File: src/hw/slot_pkg.sv
// Purpose: Shared constants and types for the slot control register block
// Assumes: APB with 32-bit data, byte addresses
// Notes: Control and status share one aligned word
package slot_pkg;

  // Register byte addresses
  localparam logic [11:0] cap_addr = 12'h054;
  localparam logic [11:0] ctl_addr = 12'h058;
  localparam logic [11:0] mask_addr = 12'h05c;

  // Control field positions
  localparam int button_pos = 0;
  localparam int fault_pos = 1;
  localparam int latch_pos = 2;
  localparam int presence_pos = 3;
  localparam int cmd_done_pos = 4;
  localparam int master_pos = 5;
  localparam int attn_lo = 6;
  localparam int pwr_lo = 8;
  localparam int power_pos = 10;
  localparam int interlock_pos = 11;
  localparam int link_pos = 12;

  // Status field positions (upper half of the control word)
  localparam int status_shift = 16;
  localparam int link_chg_pos = 8;

  // Capability field positions
  localparam int cap_button = 0;
  localparam int cap_power_ctl = 1;
  localparam int cap_latch = 2;
  localparam int cap_attn_lamp = 3;
  localparam int cap_pwr_lamp = 4;
  localparam int cap_hp_capable = 6;
  localparam int cap_interlock = 17;

  // Writable capability bits
  localparam logic [31:0] cap_wmask = 32'h0002_007f;
  // Status bits that exist; event-sourced, write one to clear
  localparam logic [15:0] status_wmask = 16'h011f;

  // Reset values
  localparam logic [1:0] lamp_off = 2'h3;
  localparam logic [1:0] lamp_on = 2'h1;
  localparam logic [1:0] attn_reset = lamp_off;
  localparam logic [1:0] pwr_reset = lamp_on;
  localparam logic power_reset = 1'b0;
  localparam logic [31:0] cap_reset = 32'h0000_0000;
  localparam logic [15:0] mask_reset = 16'h0000;

  // Lamp and power state carried to the slot
  typedef struct packed {
    logic [1:0] attn_lamp;
    logic [1:0] pwr_lamp;
    logic slot_power_off;
  } slot_drive_s;

  // Per-event notification enables
  typedef struct packed {
    logic link_chg;
    logic cmd_done;
    logic presence;
    logic latch;
    logic fault;
    logic button;
  } notify_en_s;

endpackage : slot_pkg

File: src/hw/slot_cmd_tracker.sv
// Purpose: Tracks one slot command until its expander transfer ends
// Assumes: Expander logic runs on pclk and answers with a done pulse
// Notes: A command arriving while busy is queued once
`timescale 1ns/1ps
module slot_cmd_tracker (
  // Clock and reset
  input wire logic pclk,
  input wire logic presetn,
  // Command side
  input wire logic start,
  input wire slot_pkg::slot_drive_s drive_in,
  output logic cmd_done,
  output logic busy,
  // Expander side
  output logic exp_req,
  output slot_pkg::slot_drive_s exp_data,
  input wire logic exp_done
);
  import slot_pkg::*;

  typedef enum logic [0:0] {idle, wait_xfer} state_e;

  state_e state;
  logic pending;

  assign busy = (state != idle) || pending;
  assign exp_req = (state == wait_xfer);

  // Transfer sequencing
  always_ff @(posedge pclk or negedge presetn) begin
    if (!presetn) begin
      state <= idle;
    end else begin
      case (state)
        idle: begin
          if (start || pending) begin
            state <= wait_xfer;
          end
        end
        wait_xfer: begin
          if (exp_done) begin
            state <= idle;
          end
        end
        default: state <= idle;
      endcase
    end
  end

  // Data handed to the expander, captured at launch
  always_ff @(posedge pclk or negedge presetn) begin
    if (!presetn) begin
      exp_data <= '0;
    end else if (state == idle && (start || pending)) begin
      exp_data <= drive_in;
    end
  end

  // Queue a command that arrives while a transfer runs
  always_ff @(posedge pclk or negedge presetn) begin
    if (!presetn) begin
      pending <= 1'b0;
    end else if (start && state == wait_xfer) begin
      pending <= 1'b1;
    end else if (state == idle) begin
      pending <= 1'b0;
    end
  end

  // Done only once every queued write has been transferred
  always_ff @(posedge pclk or negedge presetn) begin
    if (!presetn) begin
      cmd_done <= 1'b0;
    end else begin
      cmd_done <= (state == wait_xfer) && exp_done && !pending && !start;
    end
  end

endmodule : slot_cmd_tracker

File: src/hw/slot_control_regs.sv
// Purpose: Slot control register with status, mask and interrupt over APB
// Assumes: Event inputs are one-cycle pulses from logic on pclk
// Notes: Zero wait states; unmapped addresses answer with pslverr
//
// Behaviour
// Button notify enable lets button presses interrupt or wake; resets zero.
// Power fault notify enable lets power faults interrupt or wake.
// Latch sensor notify enable lets latch changes interrupt or wake.
// Presence notify enable lets presence changes interrupt or wake; always writable.
// Command done enable lets command completion interrupt; never wakes.
// Master enable gates every hot-plug interrupt.
// Fields read zero and ignore writes when their capability is absent.
// Attention lamp field drives the lamp, reads back; resets to off.
// Attention lamp field reads zero without attention lamp capability.
// Power lamp field drives the lamp, reads back; resets to on.
// Power lamp field reads zero without power lamp capability.
// On the upstream port power lamp writes do not reach the lamp.
// Slot power bit sets power, reads back; zero is on; resets zero.
// Interlock toggle bit always reads zero.
// Writing one toggles an existing interlock; zero leaves it alone.
// Link active notify enable lets link changes interrupt or wake; always writable.
// One control write is one command; done after all transfers finish.
// Bits 15:13 read zero; interrupt needs master, enable and status set.
`timescale 1ns/1ps
module slot_control_regs #(
  parameter int addr_width = 12
) (
  // Clock and reset
  input wire logic pclk,
  input wire logic presetn,
  // APB slave
  input wire logic psel,
  input wire logic penable,
  input wire logic pwrite,
  input wire logic [addr_width-1:0] paddr,
  input wire logic [31:0] pwdata,
  input wire logic [3:0] pstrb,
  output logic [31:0] prdata,
  output logic pready,
  output logic pslverr,
  // Port role
  input wire logic upstream_port,
  // Slot events
  input wire logic button_pressed,
  input wire logic power_fault,
  input wire logic latch_changed,
  input wire logic presence_changed,
  input wire logic link_active_changed,
  // Slot drive
  output slot_pkg::slot_drive_s slot_drive,
  output logic interlock_toggle_pulse,
  output logic interlock_engaged,
  // Expander handshake
  output logic exp_req,
  output slot_pkg::slot_drive_s exp_data,
  input wire logic exp_done,
  // Notification
  output logic hp_irq,
  output logic wake_event,
  output logic cmd_busy
);
  import slot_pkg::*;

  // Address width the decode can serve
  if (addr_width < 12 || addr_width > 32) begin : g_width_check
    $error("addr_width must be 12 to 32");
  end

  // Register state
  logic [31:0] cap;
  logic [15:0] status;
  logic [15:0] mask;
  notify_en_s notify;
  logic master_en;
  logic [1:0] attn_lamp;
  logic [1:0] pwr_lamp;
  logic slot_power_off;
  logic cmd_done;

  // Bus decode
  logic wr_en;
  logic rd_en;
  logic hit_cap;
  logic hit_ctl;
  logic hit_mask;
  logic ctl_lo_wr;
  logic ctl_hi_wr;
  logic ctl_cmd;
  logic [15:0] ctl_read;
  logic [15:0] status_set;
  logic [15:0] status_clr;
  logic [15:0] en_vec;
  logic [31:0] next_prdata;
  logic attn_wr;
  logic pwr_wr;
  logic power_wr;
  logic toggle_wr;
  slot_drive_s next_slot_drive;

  // Byte-lane write merge
  function automatic logic [31:0] lane_merge(input logic [31:0] old_val,
                                             input logic [31:0] new_val,
                                             input logic [3:0] strb);
    logic [31:0] res;
    res = old_val;
    for (int i = 0; i < 4; i++) begin
      if (strb[i]) begin
        res[i*8 +: 8] = new_val[i*8 +: 8];
      end
    end
    return res;
  endfunction : lane_merge

  function automatic logic addr_hit(input logic [addr_width-1:0] a, input logic [11:0] reg_addr);
    return (a[addr_width-1:2] == (addr_width-2)'(reg_addr[11:2]));
  endfunction : addr_hit

  assign wr_en = psel && penable && pwrite;
  assign rd_en = psel && !pwrite;
  assign hit_cap = addr_hit(paddr, cap_addr);
  assign hit_ctl = addr_hit(paddr, ctl_addr);
  assign hit_mask = addr_hit(paddr, mask_addr);
  assign ctl_lo_wr = wr_en && hit_ctl && pstrb[0];
  assign ctl_hi_wr = wr_en && hit_ctl && pstrb[1];
  assign ctl_cmd = ctl_lo_wr || ctl_hi_wr;

  // Field write strobes, capability gated
  assign attn_wr = ctl_lo_wr && cap[cap_attn_lamp];
  assign pwr_wr = ctl_hi_wr && cap[cap_pwr_lamp] && !upstream_port;
  assign power_wr = ctl_hi_wr && cap[cap_power_ctl];
  assign toggle_wr = ctl_hi_wr && cap[cap_interlock] && pwdata[interlock_pos];

  assign pready = 1'b1;
  assign pslverr = psel && penable && !(hit_cap || hit_ctl || hit_mask);

  // Capabilities
  always_ff @(posedge pclk or negedge presetn) begin
    if (!presetn) begin
      cap <= cap_reset;
    end else if (wr_en && hit_cap) begin
      cap <= lane_merge(cap, pwdata, pstrb) & cap_wmask;
    end
  end

  // Notification enables, low lane
  always_ff @(posedge pclk or negedge presetn) begin
    if (!presetn) begin
      notify.button <= 1'b0;
      notify.fault <= 1'b0;
      notify.latch <= 1'b0;
      notify.presence <= 1'b0;
      notify.cmd_done <= 1'b0;
      master_en <= 1'b0;
    end else if (ctl_lo_wr) begin
      if (cap[cap_button]) begin
        notify.button <= pwdata[button_pos];
      end
      if (cap[cap_power_ctl]) begin
        notify.fault <= pwdata[fault_pos];
      end
      if (cap[cap_latch]) begin
        notify.latch <= pwdata[latch_pos];
      end
      notify.presence <= pwdata[presence_pos];
      if (cap[cap_hp_capable]) begin
        notify.cmd_done <= pwdata[cmd_done_pos];
        master_en <= pwdata[master_pos];
      end
    end
  end

  // Link active notify enable, high lane
  always_ff @(posedge pclk or negedge presetn) begin
    if (!presetn) begin
      notify.link_chg <= 1'b0;
    end else if (ctl_hi_wr) begin
      notify.link_chg <= pwdata[link_pos];
    end
  end

  // Attention lamp
  always_ff @(posedge pclk or negedge presetn) begin
    if (!presetn) begin
      attn_lamp <= attn_reset;
    end else if (attn_wr) begin
      attn_lamp <= pwdata[attn_lo +: 2];
    end
  end

  // Power lamp; an upstream port never moves it
  always_ff @(posedge pclk or negedge presetn) begin
    if (!presetn) begin
      pwr_lamp <= pwr_reset;
    end else if (pwr_wr) begin
      pwr_lamp <= pwdata[pwr_lo +: 2];
    end
  end

  // Slot power
  always_ff @(posedge pclk or negedge presetn) begin
    if (!presetn) begin
      slot_power_off <= power_reset;
    end else if (power_wr) begin
      slot_power_off <= pwdata[power_pos];
    end
  end

  // Interlock toggle, not stored
  always_ff @(posedge pclk or negedge presetn) begin
    if (!presetn) begin
      interlock_toggle_pulse <= 1'b0;
      interlock_engaged <= 1'b0;
    end else begin
      interlock_toggle_pulse <= toggle_wr;
      if (toggle_wr) begin
        interlock_engaged <= !interlock_engaged;
      end
    end
  end

  assign slot_drive.attn_lamp = attn_lamp;
  assign slot_drive.pwr_lamp = pwr_lamp;
  assign slot_drive.slot_power_off = slot_power_off;

  // Command completion tracking
  slot_cmd_tracker u_tracker (
    .pclk(pclk),
    .presetn(presetn),
    .start(ctl_cmd),
    .drive_in(next_slot_drive),
    .cmd_done(cmd_done),
    .busy(cmd_busy),
    .exp_req(exp_req),
    .exp_data(exp_data),
    .exp_done(exp_done)
  );

  // Drive state as it stands after the current write
  function automatic slot_drive_s next_drive();
    slot_drive_s d;
    d.attn_lamp = attn_wr ? pwdata[attn_lo +: 2] : attn_lamp;
    d.pwr_lamp = pwr_wr ? pwdata[pwr_lo +: 2] : pwr_lamp;
    d.slot_power_off = power_wr ? pwdata[power_pos] : slot_power_off;
    return d;
  endfunction : next_drive

  // Drive values handed to the tracker
  always_comb begin
    next_slot_drive = next_drive();
  end

  // Status events
  always_comb begin
    status_set = '0;
    status_set[button_pos] = button_pressed;
    status_set[fault_pos] = power_fault;
    status_set[latch_pos] = latch_changed;
    status_set[presence_pos] = presence_changed;
    status_set[cmd_done_pos] = cmd_done;
    status_set[link_chg_pos] = link_active_changed;
  end

  assign status_clr = (wr_en && hit_ctl) ?
    ({{8{pstrb[3]}}, {8{pstrb[2]}}} & pwdata[status_shift +: 16]) : 16'h0000;

  // Sticky status, set wins over clear
  always_ff @(posedge pclk or negedge presetn) begin
    if (!presetn) begin
      status <= '0;
    end else begin
      status <= ((status & ~status_clr) | status_set) & status_wmask;
    end
  end

  // Interrupt mask
  always_ff @(posedge pclk or negedge presetn) begin
    if (!presetn) begin
      mask <= mask_reset;
    end else if (wr_en && hit_mask) begin
      mask <= 16'(lane_merge({16'h0000, mask}, pwdata, pstrb)) & status_wmask;
    end
  end

  // Enables laid out like status
  always_comb begin
    en_vec = '0;
    en_vec[button_pos] = notify.button && cap[cap_button];
    en_vec[fault_pos] = notify.fault && cap[cap_power_ctl];
    en_vec[latch_pos] = notify.latch && cap[cap_latch];
    en_vec[presence_pos] = notify.presence;
    en_vec[cmd_done_pos] = notify.cmd_done && cap[cap_hp_capable];
    en_vec[link_chg_pos] = notify.link_chg;
  end

  // Interrupt and wake outputs
  always_ff @(posedge pclk or negedge presetn) begin
    if (!presetn) begin
      hp_irq <= 1'b0;
      wake_event <= 1'b0;
    end else begin
      hp_irq <= master_en && cap[cap_hp_capable] && |(status & en_vec & mask);
      wake_event <= |(status & en_vec & ~(16'h0001 << cmd_done_pos));
    end
  end

  // Control read view
  always_comb begin
    ctl_read = '0;
    ctl_read[button_pos] = notify.button && cap[cap_button];
    ctl_read[fault_pos] = notify.fault && cap[cap_power_ctl];
    ctl_read[latch_pos] = notify.latch && cap[cap_latch];
    ctl_read[presence_pos] = notify.presence;
    ctl_read[cmd_done_pos] = notify.cmd_done && cap[cap_hp_capable];
    ctl_read[master_pos] = master_en && cap[cap_hp_capable];
    ctl_read[attn_lo +: 2] = cap[cap_attn_lamp] ? attn_lamp : 2'h0;
    ctl_read[pwr_lo +: 2] = cap[cap_pwr_lamp] ? pwr_lamp : 2'h0;
    ctl_read[power_pos] = slot_power_off && cap[cap_power_ctl];
    ctl_read[link_pos] = notify.link_chg;
  end

  // Read mux
  always_comb begin
    next_prdata = 32'h0000_0000;
    if (hit_cap) begin
      next_prdata = cap;
    end else if (hit_ctl) begin
      next_prdata = {status, ctl_read};
    end else if (hit_mask) begin
      next_prdata = {16'h0000, mask};
    end
  end

  // Read data registered in setup, valid in access
  always_ff @(posedge pclk or negedge presetn) begin
    if (!presetn) begin
      prdata <= '0;
    end else if (rd_en && !penable) begin
      prdata <= next_prdata;
    end
  end

endmodule : slot_control_regs

File: config.mk
export PLATFORM = sky130hd
export DESIGN_NAME = slot_control_regs
export DESIGN_NICKNAME = d
export VERILOG_FILES = /design/src/hw/slot_pkg.sv /design/src/hw/slot_cmd_tracker.sv /design/src/hw/slot_control_regs.sv
export SDC_FILE = /design/constraint.sdc
export NUM_CORES = 1
export LEC_CHECK = 0
export BUFFER_PORTS_ARGS = -buffer_cell sky130_fd_sc_hd__buf_2
export CAP_MARGIN = 20
export CORE_MARGIN = 8
export CORE_UTILIZATION = 50
export CTS_BUF_LIST = sky130_fd_sc_hd__clkbuf_4
export CTS_CLUSTER_DIAMETER = 200
export DETAILED_ROUTE_END_ITERATION = 7
export GPL_TIMING_DRIVEN = 0
export PLACE_DENSITY = 0.8
export SLEW_MARGIN = 20
export SYNTH_ARGS = -nofsm -noshare
export SYNTH_HDL_FRONTEND = slang
export SYNTH_SLANG_ARGS = --single-unit
File: constraint.sdc
create_clock -name pclk -period 2 [get_ports pclk]
set_input_delay 0.4 -clock pclk [delete_from_list [all_inputs] [get_ports pclk]]
set_output_delay 0.4 -clock pclk [all_outputs]
set_load 0.02 [all_outputs]
Word level (Yosys, flattened, before mapping)

Cells that the tools add are included.
Widths: inputs -> output; s select.

Register bits: 76
Output and inout port bits: 50

Equal/unequal tests: 4
Mux-type cells: 14
Bitwise logic cells: 7
Reductions and logical operators: 50

Operators with widths:

| cell                | number |
|---|---|
| $mux 32             | 2 |
| $eq 10x5->1 const B | 3 |
| $logic_and 1x1->1   | 28 |
| $and 9x9->9         | 3 |
| $mux 9              | 2 |
| $and 16x9->16       | 1 |
| $reduce_and 2->1    | 8 |
| $reduce_or 16->1    | 1 |
| $reduce_or 15->1    | 1 |
| $not 9->9           | 1 |
| $or 9x9->9          | 1 |
| $mux 2              | 4 |
| $logic_not 1->1     | 7 |
| $logic_or 1x1->1    | 5 |
| $mux 1              | 5 |
| $ne 2x2->1 const B  | 1 |
| $pmux 1 s2          | 1 |
| $not 1->1           | 1 |

Depth between registers and ports, before layout

Depth after elaboration: 8
Mapped depth: 5

By module

Synthesis repeated with hierarchy kept, for this count alone.

Cells, all modules: 233
Area total of the unflattened synthesis: 2857.7 µm²

Modules (own cells, without submodules):

| module            | instances | cells an instance | area an instance (µm²) | sequential area each (µm²) |
|---|---|---|---|---|
| slot_control_regs | 1         | 214               | 2532.4                 | 1355.0 |
| slot_cmd_tracker  | 1         | 19                | 325.3                  | 200.2 |

Worst setup path after synthesis

OpenSTA, ideal clock, no wires.

Kind: input -> register
Start: input paddr[7]
End: register u_tracker.exp_data[2] (netlist name)
Arrival time: 1.916 ns
Path slack: -0.043 ns
Cell stages on the path: 5
Path through: nor4b_4 -> nand3_2 -> nor4b_4 -> mux2_2 -> mux2_1

RTL lines:

| what            | line                    | text |
|---|---|---|
| start, declared | slot_control_regs.sv:35 | `input wire logic [addr_width-1:0] paddr,` |

Worst setup path in the final report

Start: input paddr[11]
End: output pslverr

Word-level cells in the longest chain between the ends: 5
Elaborated cells between the ends (all ways): 7

RTL lines:

| what                  | line                     | text |
|---|---|---|
| $eq 10x5->1           | slot_control_regs.sv:115 | `return (a[addr_width-1:2] == (addr_width-2)'(reg_addr[11:2]));` |
| $logic_or 1x1->1      | slot_control_regs.sv:134 | `assign pslverr = psel && penable && !(hit_cap \|\| hit_ctl \|\| hit_mask);` |
| $logic_or 1x1->1 (*)  | slot_control_regs.sv:134 |  |
| $logic_not 1->1 (*)   | slot_control_regs.sv:134 |  |
| $logic_and 1x1->1 (*) | slot_control_regs.sv:134 |  |
| end, declared         | slot_control_regs.sv:40  | `output logic pslverr,` |

Mark *: on every way between the ends. The rest lies on a longest branch, timed or not.

==> out/summary.txt <==
Die Height: 92.38 um
RSZ-0062 raised after global routing: no
Global-route wire length before repair: 11.80 mm
Maximum vdd drop: 0.0003918 V
Status: finished clean
Combinational fraction of design power: 7.9%
Final HPWL DP: 5.769 mm
Root buf cell: clkbuf_4
Fin crit period: 1.912 ns
IO Pins: 110
Remaining antenna violation count: 0
Initial antenna violation count: 0
1st-iter DRT viols: 154
Critical path class: primary input to primary output
Area grow syn2layout: 24.92%
Final-stage net count: 423
Port bufs: 79
Setup WS pre-CTS: -0.3274 ns
Leakage power: 1.893 nW
CTS Buf Count: 9
Core box area: 0.005781 mm^2
CP required: 1.60 ns
Filler cell count: 489
Via density: 5.248
Layout cell share with drive strength beyond 1: 43.75%
CTS tree: done
Seq pwr share: 52.3%
Row Count: 28
Register area share after synthesis: 53.32%
Final Hold Viols: 0
R2R Setup Slk: 0.46 ns
Post-synth EDFFs: 0
Maximum clock insertion buffer count: 2
Slew headroom: 50.09%
Post_cts resized: 0
Switching pwr: 0.0005522 W
Total gr overflow: 0
PwrDens: 661.7 mW/mm^2
Die ar.: 0.008533 mm^2
Clock Sinks: 62
Final Skew: 0.01202 ns
Clock Latency Late Sink: 0.42 ns
Max_cap viols: 0
Prevailing post-synth register cell: dfrtp_1
CTS clock-pin slew for the worst setup and hold paths: 0.10 ns
DR vias: 2,325
Final Wtd Congestion: 0.8096
Hold Path Class: primary input to asynchronous set/reset pin
Initial DRT Pass Iterations: 7
Worst Setup End Kind: primary output
Tightest Pin Transition: 0.7487 ns
Worst r2r path cells: 4
WL/cell: 16.67 um
Largest net degree at the start of global routing: 63
Postcts setup bufs: 2
Async SR Flop Fraction: 100.0%
Syn. warnings: 0
Final cycle utilization of the critical path: 95.60%
CP arrival: 1.51 ns
Overall Power: 0.002411 W
Mapped Cells: 258
Die width: 92.38 um
Vias in the first global route: 2,370
Final setup fails: 0
Avg Inst Size Synth: 11.30 um^2
Initial core utilization: 50.45%
Synthesized area: 0.002917 mm^2
DR DRC count: 0
FF+latch count, synth: 62
Max FO, Critical Path: 3
Net Sw Frac: 22.91%
Final wirelength: 7.385 mm
Power Internal: 0.001859 W
Startpoint types: primary input
Fin. max-slew vios: 0
Clock power frac: 39.9%
Htree depth: 3
F_max: 523.0 MHz
Synth cell types: 40
CTS Hold Bufs: 0
Gr usage total: 17.87%
Final worst slack: 0.08802 ns
N_diodes: 0
## cell usage in the layout (no fill, tap or decap), types with 7 or more instances in the layout
| master | n |
|---|---|
| clkbuf_4 | 11 |
| conb_1 | 15 |
| buf_2 | 79 |
| a22oi_1 | 7 |
| o21ai_0 | 14 |
| dfrtp_1 | 59 |
| buf_4 | 19 |
| mux2_4 | 10 |
| mux2_2 | 21 |
| nand2_1 | 48 |
| nand3_1 | 16 |
## through the flow
step	hold slack, ns	util, %	setup TNS [ns]	area, um^2	cells
2_1_floorplan	0.1044	-	-0.03840	2980	271
3_3_place_gp	0.4124	60.02	-3.655	3470	425
3_5_place_dp	0.4255	60.06	-4.423	3472	425
4_1_cts	0.06305	63.03	0	3643	443
5_1_grt	0.1002	63.03	0	3643	443
6_report	0.05584	63.03	0	3643	443
## registers in the layout, summed over array words and instances, names as in the netlist, 2 cells and up
| name | flops |
|---|---|
| mask | 6 |
| u_tracker.exp_data | 5 |
| pwr_lamp | 2 |
| cap | 8 |
| notify | 4 |
| status | 6 |
| prdata | 18 |
| attn_lamp | 2 |
| ctl_read | 2 |
## worst max-delay path: stages
cell	delay [ns]
buf_2	0.11
nor4b_4	0.32
and2_2	0.22
o21ai_0	0.10
and3_1	0.20
buf_2	0.15
## cell usage after synthesis, types with 2 or more instances
cell type / count / area share, %
a21o_1: 6 / 1.5
a22oi_1: 7 / 1.8
a41oi_1: 2 / 0.60
and3_1: 4 / 0.86
and3_2: 3 / 0.77
buf_4: 16 / 4.1
clkbuf_1: 5 / 0.64
conb_1: 2 / 0.26
dfrtp_1: 59 / 51
dfstp_2: 3 / 2.7
mux2_2: 24 / 9.3
mux2_4: 6 / 3.1
nand2_1: 48 / 6.2
nand3_1: 16 / 2.7
nand4_1: 6 / 1.3
nor2_1: 6 / 0.77
nor2_2: 2 / 0.43
nor2b_1: 3 / 0.64
nor3_1: 2 / 0.34
nor4b_4: 3 / 2.4
o21ai_0: 14 / 2.4
o31ai_1: 3 / 0.77
## metal layers
| metal | wire (um) | part of all wire [%] | up-vias | GRT usage [%] |
|---|---|---|---|---|
| met4 | 119 | 1.6 | 0 | 8.322 |
| li1 | - | - | 1099 | - |
| met3 | 675 | 9.1 | 14 | 6.796 |
| met2 | 3610 | 49 | 88 | 29.20 |
| met1 | 2981 | 40 | 1124 | 20.29 |
| met5 | 0 | 0 | - | 0 |
## power by group through the flow
stage / clock network [W] / logic (W) / registers [W]
floorplan: 0 / 0.0000878 / 0.00129
global placement: 0 / 0.000183 / 0.00128
detailed placement: 0 / 0.000187 / 0.00128
CTS: 0.000985 / 0.000189 / 0.00126
global route: 0.00105 / 0.000209 / 0.00126
finish: 0.000961 / 0.000189 / 0.00126
## final timing paths
path                                                    from                                 to
max in group asynchronous                            presetn              prdata[8]$_DFFE_PN0P_
worst min-delay path                                 presetn              prdata[0]$_DFFE_PN0P_
min in group pclk                        link_active_changed                status[8]$_DFF_PN0_
worst min register to register  u_tracker.cmd_done$_DFF_PN0_                status[4]$_DFF_PN0_
worst max register to register            cap[1]$_DFFE_PN0P_  u_tracker.exp_data[0]$_DFFE_PN0P_
worst max-delay path                               paddr[11]                            pslverr
## cell type report
cell class | count | area [um^2] | share of cell area [%]
Clock inverter | 5 | 73.82 | 2.026
Multi-Input combinational cell | 185 | 1264 | 34.68
Sequential cell | 62 | 1555 | 42.69
Timing Repair Buffer | 81 | 412.9 | 11.33
Clock buffer | 11 | 82.58 | 2.266
Tap cell | 75 | 93.84 | 2.576
Buffer | 23 | 157.7 | 4.327
Inverter | 1 | 3.754 | 0.1030
## logic make-up (layout without fill, tap and decap cells)
group                  after synthesis  in the layout  share of synthesized area [%]
flip-flops                          62             62                          53.33
AO/OA/AOI/OAI                       36             36                          8.108
multiplexers                        32             32                          13.08
other                                2             15                         0.2575
buffers and inverters               24            121                          5.534
AND/OR/NAND/NOR                    101            101                          19.39
XOR/XNOR                             1              1                         0.3004
(Power assumes the default switching activity.)
